`src/pkg/dtcp_pkg.sv`:
```
`default_nettype none
package dtcp_pkg;
  // Register indices; byte address is four times the index
  localparam logic [9:0] IDX_T0DATA = 10'h0B3;
  localparam logic [9:0] IDX_T1MODE = 10'h0B4;
  localparam logic [9:0] IDX_T0MODE = 10'h0C0;
  localparam logic [9:0] IDX_T1DATA = 10'h0C1;
  localparam logic [9:0] IDX_PWMCTL = 10'h0C2;
  localparam logic [9:0] IDX_PERLO = 10'h0C3;
  localparam logic [9:0] IDX_DUTYA = 10'h0C4;
  localparam logic [9:0] IDX_DUTYB = 10'h0C5;
  localparam logic [9:0] IDX_DUTYC = 10'h0C6;
  localparam logic [9:0] IDX_PWMHI = 10'h0C7;
  localparam logic [9:0] IDX_CAPB = 10'h0C8;
  localparam logic [9:0] IDX_IRQST = 10'h0C9;
  localparam logic [9:0] IDX_IRQEN = 10'h0CA;
  localparam logic [9:0] IDX_IRQCLR = 10'h0CB;
  // Mode register fields (same layout for both timers, bit 7 only on timer 1)
  localparam int WIDE_BIT = 7;
  localparam int CAP_BIT = 6;
  localparam int CONT_BIT = 5;
  localparam int START_BIT = 4;
  // PWM control fields
  localparam int PWMEN_BIT = 7;
  localparam int IMMUPD_BIT = 6;
  // PWM high register: two bits per value
  localparam int HI_A_LSB = 6;
  localparam int HI_B_LSB = 4;
  localparam int HI_C_LSB = 2;
  localparam int HI_P_LSB = 0;
  // Reset values
  localparam logic [7:0] T0DATA_RST = 8'hFF;
  localparam logic [7:0] T1DATA_RST = 8'hFF;
  localparam logic [7:0] CAP_RST = 8'h00;
  localparam logic [7:0] MODE_RST = 8'h00;
  localparam logic [7:0] PERLO_RST = 8'hFF;
  localparam logic [7:0] DUTY_RST = 8'h7F;
  localparam logic [7:0] PWMHI_RST = 8'h00;
  // Port enable codes and clock select codes
  localparam logic [1:0] PE_CMP = 2'h1;
  localparam logic [1:0] PE_PWM = 2'h3;
  localparam logic [2:0] CK0_EXT = 3'h7;
  localparam logic [3:0] CK1_CHAIN = 4'hF;
  // Update synchronisation, in timer clock ticks
  localparam logic [1:0] UPD_SYNC_TICKS = 2'h3;
  // Interrupt status bit positions
  localparam int IRQ_T0M = 0;
  localparam int IRQ_T1M = 1;
  localparam int IRQ_CAPA = 2;
  localparam int IRQ_CAPB = 3;
  localparam int IRQ_PER = 4;
  localparam int IRQ_W = 5;
  typedef enum logic [2:0] {
    MD_DUAL, MD_EVCAP, MD_CAPCMP, MD_PWM, MD_WIDE, MD_WIDECAP, MD_WIDECMP
  } dtcp_mode_t;
endpackage
`default_nettype wire

```
`src/rtl/dtcp_top.sv`:
```
`default_nettype none
module dtcp_top
  import dtcp_pkg::*;
(
  input wire logic core_clk,
  input wire logic reset,
  input wire logic psel,
  input wire logic penable,
  input wire logic pwrite,
  input wire logic [11:0] paddr,
  input wire logic [31:0] pwdata,
  output logic [31:0] prdata,
  output logic pready,
  output logic pslverr,
  input wire logic externalEventPin,
  input wire logic captureTriggerA,
  input wire logic captureTriggerB,
  output logic t0Out,
  output logic t1Out,
  output logic pwmOutA,
  output logic pwmOutAInv,
  output logic pwmOutB,
  output logic pwmOutBInv,
  output logic pwmOutC,
  output logic pwmOutCInv,
  output logic irq
);
  import dtcp_pkg::*;

  // ****************************************
  // Helper functions
  // ****************************************

  // Tick when the low k prescaler bits are all ones
  function automatic logic divTick(input logic [13:0] p, input logic [3:0] k);
    logic [13:0] m;
    m = 14'((32'h1 << k) - 32'h1);
    return (p & m) == m;
  endfunction

  // Divide exponent for the timer0 select codes
  function automatic logic [3:0] t0Exp(input logic [2:0] s);
    case (s)
      3'h0: return 4'h1;
      3'h1: return 4'h2;
      3'h2: return 4'h3;
      3'h3: return 4'h5;
      3'h4: return 4'h7;
      3'h5: return 4'h9;
      default: return 4'hB;
    endcase
  endfunction

  function automatic logic [11:0] byteAddr(input logic [9:0] idx);
    return {idx, 2'h0};
  endfunction

  function automatic logic isMapped(input logic [11:0] a);
    logic hit;
    hit = 1'b0;
    if (a == byteAddr(IDX_T0DATA) || a == byteAddr(IDX_T1MODE)) begin
      hit = 1'b1;
    end
    if (a >= byteAddr(IDX_T0MODE) && a <= byteAddr(IDX_IRQCLR) && a[1:0] == 2'h0) begin
      hit = 1'b1;
    end
    return hit;
  endfunction

  // ****************************************
  // Registers and state
  // ****************************************
  logic [7:0] t0Data, t1Data, t0Mode, t1Mode, pwmCtl;
  logic [7:0] perLo, dutyALo, dutyBLo, dutyCLo, pwmHi;
  logic [7:0] cnt0, cnt1, capAVal, capBVal;
  logic [IRQ_W-1:0] irqStatus, irqEnable;
  logic [13:0] prescale;
  logic [2:0] pinS1, pinS2, pinS3;
  logic [9:0] pwmCnt, perAct;
  logic [9:0] dutyAct [3];
  logic updPend;
  logic [1:0] updCnt;

  // ****************************************
  // Bus decode
  // ****************************************
  wire logic setupRd = psel & ~penable & ~pwrite;
  wire logic wrEn = psel & penable & pwrite & isMapped(paddr);
  wire logic wrT0Data = wrEn && paddr == byteAddr(IDX_T0DATA);
  wire logic wrT1Mode = wrEn && paddr == byteAddr(IDX_T1MODE);
  wire logic wrT0Mode = wrEn && paddr == byteAddr(IDX_T0MODE);
  wire logic wrT1Data = wrEn && paddr == byteAddr(IDX_T1DATA);
  wire logic wrPwmCtl = wrEn && paddr == byteAddr(IDX_PWMCTL);
  wire logic wrPerLo = wrEn && paddr == byteAddr(IDX_PERLO);
  wire logic wrDutyA = wrEn && paddr == byteAddr(IDX_DUTYA);
  wire logic wrDutyB = wrEn && paddr == byteAddr(IDX_DUTYB);
  wire logic wrDutyC = wrEn && paddr == byteAddr(IDX_DUTYC);
  wire logic wrPwmHi = wrEn && paddr == byteAddr(IDX_PWMHI);
  wire logic wrIrqEn = wrEn && paddr == byteAddr(IDX_IRQEN);
  wire logic wrIrqClr = wrEn && paddr == byteAddr(IDX_IRQCLR);
  wire logic wrPwmData = wrPerLo | wrDutyA | wrDutyB | wrDutyC | wrPwmHi;

  // Zero-wait slave; read data is registered during setup
  assign pready = 1'b1;
  assign pslverr = psel & penable & ~isMapped(paddr);

  // ****************************************
  // Mode decode
  // ****************************************
  wire logic joinWide = t1Mode[WIDE_BIT];
  wire logic firstCaptureSelect = t0Mode[CAP_BIT];
  wire logic secondCaptureSelect = t1Mode[CAP_BIT];
  wire logic pwmEn = pwmCtl[PWMEN_BIT];
  wire logic [1:0] portCode = pwmCtl[1:0];
  wire logic [2:0] firstClockSelect = t0Mode[2:0];
  wire logic [3:0] secondClockSelect = t1Mode[3:0];
  dtcp_mode_t mode;

  // Wide modes need the chained clock, else the wide bit is ignored
  always_comb begin
    if (joinWide && secondClockSelect == CK1_CHAIN) begin
      if (firstCaptureSelect && secondCaptureSelect) begin
        mode = MD_WIDECAP;
      end else if (portCode == PE_CMP) begin
        mode = MD_WIDECMP;
      end else begin
        mode = MD_WIDE;
      end
    end else if (pwmEn && portCode == PE_PWM) begin
      mode = MD_PWM;
    end else if (firstCaptureSelect && portCode == PE_CMP) begin
      mode = MD_CAPCMP;
    end else if (secondCaptureSelect) begin
      mode = MD_EVCAP;
    end else begin
      mode = MD_DUAL;
    end
  end

  logic wideMode, pwmMode, capAMode, capBMode, cap16Mode, t1TimerMode;
  always_comb begin
    wideMode = 1'b0;
    pwmMode = 1'b0;
    capAMode = 1'b0;
    capBMode = 1'b0;
    cap16Mode = 1'b0;
    t1TimerMode = 1'b0;
    case (mode)
      MD_DUAL: t1TimerMode = 1'b1;
      MD_EVCAP: begin
        capBMode = 1'b1;
        t1TimerMode = 1'b1;
      end
      MD_CAPCMP: begin
        capAMode = 1'b1;
        t1TimerMode = 1'b1;
      end
      MD_PWM: pwmMode = 1'b1;
      MD_WIDE, MD_WIDECMP: wideMode = 1'b1;
      MD_WIDECAP: begin
        wideMode = 1'b1;
        cap16Mode = 1'b1;
      end
      default: t1TimerMode = 1'b1;
    endcase
  end

  // ****************************************
  // Pin synchronisers and clock selection
  // ****************************************

  // Order: event pin, trigger A, trigger B; third stage only for edges
  always_ff @(posedge core_clk or posedge reset) begin
    if (reset) begin
      pinS1 <= 3'h0;
      pinS2 <= 3'h0;
      pinS3 <= 3'h0;
    end else begin
      pinS1 <= {captureTriggerB, captureTriggerA, externalEventPin};
      pinS2 <= pinS1;
      pinS3 <= pinS2;
    end
  end
  wire logic [2:0] pinRise = pinS2 & ~pinS3;

  // Free-running prescaler shared by both timers
  always_ff @(posedge core_clk or posedge reset) begin
    if (reset) begin
      prescale <= 14'h0;
    end else begin
      prescale <= prescale + 14'h1;
    end
  end

  // Event pin is sampled, so it must stay below a quarter of core_clk
  wire logic tick0 = (firstClockSelect == CK0_EXT) ? pinRise[0]
                   : divTick(prescale, t0Exp(firstClockSelect));
  wire logic tick1 = (secondClockSelect == CK1_CHAIN) ? tick0
                   : divTick(prescale, secondClockSelect);

  // ****************************************
  // Counters, comparators, capture
  // ****************************************
  wire logic run0 = t0Mode[START_BIT] & t0Mode[CONT_BIT];
  wire logic run1 = t1Mode[START_BIT] & t1Mode[CONT_BIT];
  wire logic match0 = cnt0 == t0Data;
  wire logic match1 = cnt1 == t1Data;
  wire logic match16 = {cnt1, cnt0} == {t1Data, t0Data};
  wire logic hit0 = run0 & tick0 & (wideMode ? match16 : match0);
  wire logic hit1 = run1 & tick1 & match1 & t1TimerMode;
  wire logic capEvt0 = pinRise[1] & (capAMode | cap16Mode);
  wire logic capEvt1 = pinRise[2] & capBMode;

  // Timer0 counter; in wide mode it is the low byte
  always_ff @(posedge core_clk or posedge reset) begin
    if (reset) begin
      cnt0 <= 8'h0;
    end else if (!t0Mode[START_BIT]) begin
      cnt0 <= 8'h0;
    end else if (run0 && tick0) begin
      cnt0 <= hit0 ? 8'h0 : cnt0 + 8'h1;
    end
  end

  // Timer1 counter; carries from the low byte when joined
  always_ff @(posedge core_clk or posedge reset) begin
    if (reset) begin
      cnt1 <= 8'h0;
    end else if (wideMode) begin
      if (!t0Mode[START_BIT] || hit0) begin
        cnt1 <= 8'h0;
      end else if (run0 && tick0 && cnt0 == 8'hFF) begin
        cnt1 <= cnt1 + 8'h1;
      end
    end else if (!t1Mode[START_BIT] || pwmMode) begin
      cnt1 <= 8'h0;
    end else if (run1 && tick1) begin
      cnt1 <= hit1 ? 8'h0 : cnt1 + 8'h1;
    end
  end

  // Capture registers catch the live count on a trigger edge
  always_ff @(posedge core_clk or posedge reset) begin
    if (reset) begin
      capAVal <= CAP_RST;
      capBVal <= CAP_RST;
    end else begin
      if (capEvt0) begin
        capAVal <= cnt0;
      end
      if (capEvt0 && cap16Mode) begin
        capBVal <= cnt1;
      end else if (capEvt1) begin
        capBVal <= cnt1;
      end
    end
  end

  // Compare outputs toggle on each match
  always_ff @(posedge core_clk or posedge reset) begin
    if (reset) begin
      t0Out <= 1'b0;
      t1Out <= 1'b0;
    end else begin
      if (hit0) begin
        t0Out <= ~t0Out;
      end
      if (hit1) begin
        t1Out <= ~t1Out;
      end
    end
  end

  // ****************************************
  // PWM
  // ****************************************
  wire logic [9:0] perTmp = {pwmHi[HI_P_LSB +: 2], perLo};
  wire logic [9:0] dutyTmp [3];
  assign dutyTmp[0] = {pwmHi[HI_A_LSB +: 2], dutyALo};
  assign dutyTmp[1] = {pwmHi[HI_B_LSB +: 2], dutyBLo};
  assign dutyTmp[2] = {pwmHi[HI_C_LSB +: 2], dutyCLo};
  wire logic pwmStep = pwmMode & run1 & tick1;
  wire logic perMatch = pwmStep & (pwmCnt == perAct);
  wire logic updDone = updPend & tick1 & (updCnt == UPD_SYNC_TICKS - 2'h1);
  wire logic loadAct = perMatch | updDone;

  always_ff @(posedge core_clk or posedge reset) begin
    if (reset) begin
      pwmCnt <= 10'h0;
    end else if (!pwmMode || !t1Mode[START_BIT]) begin
      pwmCnt <= 10'h0;
    end else if (pwmStep) begin
      pwmCnt <= perMatch ? 10'h0 : pwmCnt + 10'h1;
    end
  end

  // Immediate update waits out the synchroniser before loading
  always_ff @(posedge core_clk or posedge reset) begin
    if (reset) begin
      updPend <= 1'b0;
      updCnt <= 2'h0;
    end else if (wrPwmData && pwmCtl[IMMUPD_BIT]) begin
      updPend <= 1'b1;
      updCnt <= 2'h0;
    end else if (updDone) begin
      updPend <= 1'b0;
    end else if (updPend && tick1) begin
      updCnt <= updCnt + 2'h1;
    end
  end

  always_ff @(posedge core_clk or posedge reset) begin
    if (reset) begin
      perAct <= {PWMHI_RST[HI_P_LSB +: 2], PERLO_RST};
    end else if (loadAct) begin
      perAct <= perTmp;
    end
  end

  // Three identical channels, each with a complement output
  logic [2:0] pwmHigh;
  genvar ch;
  generate
    for (ch = 0; ch < 3; ch++) begin : gCh
      always_ff @(posedge core_clk or posedge reset) begin
        if (reset) begin
          dutyAct[ch] <= {2'h0, DUTY_RST};
        end else if (loadAct) begin
          dutyAct[ch] <= dutyTmp[ch];
        end
      end
      always_ff @(posedge core_clk or posedge reset) begin
        if (reset) begin
          pwmHigh[ch] <= 1'b0;
        end else begin
          pwmHigh[ch] <= pwmMode & (pwmCnt < dutyAct[ch]);
        end
      end
    end
  endgenerate

  // Both phases stay low outside PWM mode
  logic pwmOn;
  always_ff @(posedge core_clk or posedge reset) begin
    if (reset) begin
      pwmOn <= 1'b0;
    end else begin
      pwmOn <= pwmMode;
    end
  end
  assign pwmOutA = pwmHigh[0];
  assign pwmOutB = pwmHigh[1];
  assign pwmOutC = pwmHigh[2];
  assign pwmOutAInv = pwmOn & ~pwmHigh[0];
  assign pwmOutBInv = pwmOn & ~pwmHigh[1];
  assign pwmOutCInv = pwmOn & ~pwmHigh[2];

  // ****************************************
  // Software registers
  // ****************************************

  // Data registers should be above 0x03; smaller values are not checked
  always_ff @(posedge core_clk or posedge reset) begin
    if (reset) begin
      t0Data <= T0DATA_RST;
      t1Data <= T1DATA_RST;
      t0Mode <= MODE_RST;
      t1Mode <= MODE_RST;
      pwmCtl <= MODE_RST;
      irqEnable <= '0;
    end else begin
      if (wrT0Data) t0Data <= pwdata[7:0];
      if (wrT1Data) t1Data <= pwdata[7:0];
      if (wrT0Mode) t0Mode <= pwdata[7:0];
      if (wrT1Mode) t1Mode <= pwdata[7:0];
      if (wrPwmCtl) pwmCtl <= pwdata[7:0];
      if (wrIrqEn) irqEnable <= pwdata[IRQ_W-1:0];
    end
  end

  always_ff @(posedge core_clk or posedge reset) begin
    if (reset) begin
      perLo <= PERLO_RST;
      dutyALo <= DUTY_RST;
      dutyBLo <= DUTY_RST;
      dutyCLo <= DUTY_RST;
      pwmHi <= PWMHI_RST;
    end else begin
      if (wrPerLo) perLo <= pwdata[7:0];
      if (wrDutyA) dutyALo <= pwdata[7:0];
      if (wrDutyB) dutyBLo <= pwdata[7:0];
      if (wrDutyC) dutyCLo <= pwdata[7:0];
      if (wrPwmHi) pwmHi <= pwdata[7:0];
    end
  end

  // ****************************************
  // Interrupts
  // ****************************************
  logic [IRQ_W-1:0] evt;
  always_comb begin
    evt = '0;
    evt[IRQ_T0M] = hit0;
    evt[IRQ_T1M] = hit1;
    evt[IRQ_CAPA] = capEvt0;
    evt[IRQ_CAPB] = capEvt1;
    evt[IRQ_PER] = perMatch;
  end
  wire logic [IRQ_W-1:0] clrMask = wrIrqClr ? pwdata[IRQ_W-1:0] : '0;

  // An event in the clearing cycle survives: set wins
  always_ff @(posedge core_clk or posedge reset) begin
    if (reset) begin
      irqStatus <= '0;
    end else begin
      irqStatus <= (irqStatus & ~clrMask) | evt;
    end
  end
  assign irq = |(irqStatus & irqEnable);

  // ****************************************
  // Read path
  // ****************************************
  logic [7:0] rdMux;
  always_comb begin
    rdMux = 8'h0;
    case (paddr)
      byteAddr(IDX_T0DATA): rdMux = (capAMode | cap16Mode) ? capAVal : 8'h0;
      byteAddr(IDX_T1MODE): rdMux = t1Mode;
      byteAddr(IDX_T0MODE): rdMux = t0Mode;
      byteAddr(IDX_T1DATA): rdMux = t1Data;
      byteAddr(IDX_PWMCTL): rdMux = pwmCtl;
      byteAddr(IDX_PERLO): rdMux = perLo;
      byteAddr(IDX_DUTYA): rdMux = dutyALo;
      byteAddr(IDX_DUTYB): rdMux = dutyBLo;
      byteAddr(IDX_DUTYC): rdMux = dutyCLo;
      byteAddr(IDX_PWMHI): rdMux = pwmHi;
      byteAddr(IDX_CAPB): rdMux = capBVal;
      byteAddr(IDX_IRQST): rdMux = {3'h0, irqStatus};
      byteAddr(IDX_IRQEN): rdMux = {3'h0, irqEnable};
      default: rdMux = 8'h0;
    endcase
  end

  // Sampled in setup so the access phase needs no wait state
  always_ff @(posedge core_clk or posedge reset) begin
    if (reset) begin
      prdata <= 32'h0;
    end else if (setupRd) begin
      prdata <= {24'h0, rdMux};
    end
  end

endmodule
`default_nettype wire

```
`config.mk`:
```
export PLATFORM = sky130hd
export DESIGN_NAME = dtcp_top
export DESIGN_NICKNAME = d
export VERILOG_FILES = /design/src/pkg/dtcp_pkg.sv /design/src/rtl/dtcp_top.sv
export SDC_FILE = /design/constraint.sdc
export NUM_CORES = 1
export LEC_CHECK = 0
export ABC_AREA = 1
export BUFFER_PORTS_ARGS = -buffer_cell sky130_fd_sc_hd__buf_2
export CAP_MARGIN = 15
export CORE_ASPECT_RATIO = 1.1
export CORE_MARGIN = 10
export CORE_UTILIZATION = 35
export DETAILED_ROUTE_END_ITERATION = 10
export HOLD_SLACK_MARGIN = 0.03
export SLEW_MARGIN = 10
export SYNTH_ARGS = -nofsm -noshare
export SYNTH_HDL_FRONTEND = slang
export SYNTH_SLANG_ARGS = --single-unit
```
`constraint.sdc`:
```
create_clock -name core_clk -period 6.2 [get_ports core_clk]
set_input_delay 0.62 -clock core_clk [delete_from_list [all_inputs] [get_ports core_clk]]
set_output_delay 0.62 -clock core_clk [all_outputs]
set_load 0.005 [all_outputs]
```
* Word level (Yosys, flattened, before mapping)
Index checks and enable logic that the tools add are counted.
Storage, ports and cells: flip-flop bits (word level) 212, output and inout port bits 43, logic and storage cells 219
Operators by class: $add $sub $neg 7, $lt $le $gt $ge 5, equal/unequal tests 40, shift-type cells 2, mux-type cells 40, bitwise gates (word level) 48, reduce and logical (&&, ||, !) cells 43
Operators with widths (count):
- $eq 12x10->1 const B | 14
- $pmux 8 s13 | 1
- $mux 8 | 12
- $lt 10x10->1 | 3
- $mux 10 | 3
- $and 14x14->14 | 2
- $eq 14x14->1 | 2
- $shl 1x4->14 const A | 2
- $sub 14x1->14 const B | 2
- $and 1x1->1 | 26
- $logic_and 1x1->1 | 24
- $pmux 4 s6 | 1
- $eq 3x3->1 const B | 6
- $add 8x1->8 const B | 2
- $eq 16x16->1 | 1
- $eq 8x8->1 | 2
- $add 14x1->14 const B | 1
- $mux 1 | 14
- $mux 2 | 7
- $eq 3x2->1 const B | 4
- $ge 12x10->1 const B | 1
- $le 12x10->1 const B | 1
- $add 10x1->10 const B | 1
- $and 5x5->5 | 2
- other kinds (27) | 51

* Longest topological paths before layout
depth after elaboration 15, gate-level depth with buffers 18, mapped depth without buffers 18

* Least setup slack after synthesis
Ideal clock, no wire load.
path kind flip-flop to flip-flop, start point reg t1Mode[1], end point reg dutyAct[13] (netlist bit), data arrival time 2369 ps, data required time 6121 ps, path slack 3752 ps, stages on the path, launching flop included 18, period minus slack after synthesis 2448 ps, cells stage by stage dfrtp_1 buf_2 nor2_1 nand2_1 ha_1 nand2_1 inv_1 a21oi_1 nor2_1 nor2_1 nand3_1 nand2_1 nand3_1 nand2_2 buf_6 buf_6 nand2_1 o21ai_0
Between the ends: word-level cells in the longest chain between the ends 9, elaborated cells on any way between the ends 16, those cells by class add/sub (1); eq/ne (3); shift (1); mux (3); bitwise (7); reduce/logical (1)
Ends and longest elaborated chain:
- start, declared | line dtcp_top.sv:73 | logic [7:0] t0Data, t1Data, t0Mode, t1Mode, pwmCtl;
- start signal, assigned | line dtcp_top.sv:375 | if (wrT1Mode) t1Mode <= pwdata[7:0];
- branches (longest 8 deep; another with $sub 14x1->14)
- $or 1x1->1 (*) | line dtcp_top.sv:285 | wire logic loadAct = perMatch | updDone;
- end signal, assigned by index | line dtcp_top.sv:327 | dutyAct[ch] <= {2'h0, DUTY_RST};
- end signal, assigned by index | line dtcp_top.sv:329 | dutyAct[ch] <= dutyTmp[ch];
- end, declared | line dtcp_top.sv:80 | logic [9:0] dutyAct [3];
Every way passes the cells marked *. A chain may end at the register's enable or synchronous reset.

* Worst setup path after layout
start point reg t1Mode[1], end point reg dutyAct[14] (netlist bit)
The elaborated chain is that of the path after synthesis.

==> Implementation_results.wiki <==
{| class="wikitable"
! Metric !! Value
|-
| Post-CTS Hold Buffers || 0
|-
| DP Area || between 10,000 and 15,000 µm²
|-
| Share of cells above drive strength 1 || 0.131
|-
| Slew headroom || 0.386
|-
| Final setup violation count || 0
|-
| DP Cell Count || about 1,800
|-
| Number of standard-cell rows in the floorplan || 68
|-
| Clock latency of the later-clocked register in the worst-skew pair || about 0.52 ns
|-
| Routability congestion estimate from global placement || 0.936
|-
| Number of failing hold endpoints at the final stage || 0
|-
| Setup clock skew after layout || 0.0159 ns
|-
| Synth Cell Area || around 11,000 µm²
|-
| CP Capture Type || flop
|-
| Antenna violations before repair || 0
|-
| Post-placement worst setup slack || between 2 and 2.5 ns
|-
| Final count of pins violating max slew || 0
|-
| Clock tree from TritonCTS || yes
|-
| DRC errors left || 0
|-
| Final setup margin || between 2 and 2.5 ns
|-
| Root buffer cell || clkbuf_16
|-
| Clock-pin slew on the worst setup and hold paths || ~0.060 ns
|-
| Vias/cell || between 4 and 5
|-
| Setup fix buffers added after clock tree synthesis || 0
|-
| Core ar. || about 31,000 µm²
|-
| Starting density of the core || 0.356
|-
| Die Footprint || between 30,000 and 40,000 µm²
|-
| Maximum number of pins on one net before global-route repair || between 100 and 150
|-
| First-iteration detailed-routing DRC count || around 880
|-
| Synthesized area per cell || slightly above 8 µm²
|-
| Max-capacitance violation count || 0
|-
| Yosys reg bits || around 210
|-
| Peak clock frequency supported by timing || between 200 and 300 MHz
|-
| Total detailed-routing wirelength || about 30,000 µm
|-
| LEAKAGE || around 6 nW
|-
| Required time reported for the critical path endpoint || 6.64 ns
|-
| Residual overflow from global routing || 0
|-
| Count of nets after finishing || approximately 1,500
|-
| Power density of the placed cells || roughly 240 nW/µm²
|-
| RSZ-0062 raised after global routing || no
|-
| Run status || completed
|-
| Synth Warn # || 0
|-
| Type of the tightest min-delay check || in -> reg
|-
| Final-layout fill cell count || approximately 3,300
|-
| Number of buffers created by CTS || 24
|-
| Biggest fanout along the worst timing path || 48
|-
| Horizontal die dimension || between 150 and 200 µm
|-
| Total inserted antenna cells || 0
|-
| Crit share post-route || 0.606
|-
| Top-level port count || 95
|-
| Startpoint of the worst hold path || captureTriggerB
|-
| Startpoint Class || flop
|-
| Library cells used by synthesis || 44
|-
| Crit Path Class || reg -> reg
|-
| Area growth from synthesis to layout || 12.5%
|-
| Maximum clock path buffer count || 3
|-
| Port bufs || 45
|-
| Count of cells resized by post-cts repair || 0
|-
| Seq/Total Area, Yosys || 0.482
|-
| Number of cells produced by synthesis || approximately 1,400
|-
| Via count || around 9,000
|-
| Register area || around 5400 µm²
|-
| Total routing usage reported by global routing || 0.153
|-
| Setup_tns || 0 ns
|-
| Residual antenna-violating net count after detailed routing || 0
|-
| Share of async-settable or async-resettable flops after synthesis || 1.00
|-
| Arrival time worst endpoint || around 4.2 ns
|-
| Timing startpoint of the critical path || t1Mode[1]
|-
| HPWL after detailed placement || between 20,000 and 25,000 µm
|-
| Minimum clock period after layout || approximately 3.8 ns
|-
| Reg2Reg Launch Point || t1Mode[1]
|-
| H-tree depth || 1
|-
| IR Drop Worst-Case VDD || 249 µV
|-
| EDFF count, synth || 0
|-
| Wirelength per Cell || 16.5 µm
|-
| Predominant post-synthesis flop cell || dfrtp_1
|-
| First drt pass iteration count || 5
|-
| Most common cell after layout, fill and taps aside || nand2_1
|-
| Actual slew at the worst max-slew pin || ~0.91 ns
|-
| Area of the multi-input gates || a little under 5000 µm²
|-
| Sink count of the clock tree || about 210
|-
| Most used cells in the layout excluding fill and tap cells || nand2_1 (354), inv_1 (171), o21ai_0 (141), dfrtp_1 (138), nor2_1 (100)
|-
| Final cell area excluding filler cells || 12,600 µm²
|-
| Vias in the first global route || roughly 9,000
|-
| Global-route wire length before repair || a little under 50,000 µm
|-
| Die span in y || between 200 and 250 µm
|-
| Number of cells in the finished layout apart from fillers || about 1,900
|}
[registers in the layout, summed over array words and instances (netlist names), 10 cells and up]
register	cells
prescale	14
pwmCnt	10
perAct	10
dutyAct	30
[final cells by class]
type / instances / share of cell area
multi-input cells: 967 / 0.386
inverters: 176 / 0.0527
well taps: 420 / 0.0417
flip-flops and latches: 212 / 0.428
repair buffers: 48 / 0.0206
clock buffers: 35 / 0.0600
clock inverters: 9 / 0.0115
[per-layer routing]
layer	part of all wire	track usage
met1	0.45	0.201
met3	0.055	0.0222
met4	0.035	0.0528
met5	0	0
met2	0.46	0.250
[cells in the mapped netlist (all sizes together) (2+ instances only)]
| cell | n | area [µm²] |
|---|---|---|
| nand2 | 363 | 1390 |
| o21ai | 181 | 917 |
| inv | 175 | 657 |
| dfrtp | 138 | 3450 |
| nor2 | 105 | 407 |
| nand3 | 89 | 475 |
| dfstp | 74 | 1940 |
| buf | 46 | 339 |
| nand4 | 36 | 231 |
| ha | 34 | 425 |
| a21oi | 26 | 130 |
| o22ai | 24 | 150 |
| nor3 | 21 | 121 |
| xor2 | 19 | 166 |
| xnor2 | 17 | 149 |
| clkbuf | 10 | 37.5 |
| nor4 | 4 | 25.0 |
| o211ai | 4 | 30.0 |
| a31oi | 3 | 18.8 |
| a21boi | 2 | 15.0 |
| conb | 2 | 7.51 |
| o2111ai | 2 | 17.5 |
| o41ai | 2 | 17.5 |
| or2 | 2 | 12.5 |
[cells by family after synthesis]
| family | share of synthesized area |
|---|---|
| xor gates and xnor gates | 0.0281 |
| DFF | 0.482 |
| and+or+nand+nor | 0.238 |
| adders and majority gates | 0.0380 |
| other | 0.000670 |
| buffers and inverters | 0.0925 |
| AOI/OAI and AO/OA | 0.121 |
[critical path, stage by stage, from the launching register on]
cell,delay (ns)
dfrtp_1,0.47
nor2_1,0.36
nand2_1,0.14
ha_1,0.30
nand2_1,0.14
inv_1,0.08
a21oi_1,0.11
nor2_1,0.05
nor2_1,0.12
nand3_1,0.11
nand2_1,0.26
nand3_1,0.33
nand2_2,0.49
buf_4,0.49
nand2_1,0.10
o21ai_1,0.11
[final timing paths]
check	endpoint	slack, ns	cells past startpoint
setup / recovery	dutyAct[14]	2.44	15
hold / removal	pinS1[2]	0.21	1
setup reg to reg	dutyAct[14]	2.44	15
hold reg to reg	pinS2[0]	0.35	0
max in group asynchronous	dutyAct[28]	4.66	3
min in group asynchronous	updCnt[0]	0.23	2
[power breakdown]
group / switching (W) / leakage (nW) / internal (W)
registers: 0.00000111 / 2.59 / 0.00139
logic: 0.0000639 / 2.79 / 0.0000112
clock network: 0.000574 / 0.447 / 0.00101
[stage by stage]
step / hold WS (ns) / utilization / total power, W
2_1_floorplan: 0.331 / - / 0.00147
3_3_place_gp: 0.337 / 0.372 / 0.00149
3_5_place_dp: 0.335 / 0.372 / 0.00149
4_1_cts: 0.188 / 0.401 / 0.00309
5_1_grt: 0.192 / 0.401 / 0.00315
6_report: 0.209 / 0.401 / 0.00305
No activity file was read; power rests on OpenSTA's default activity.
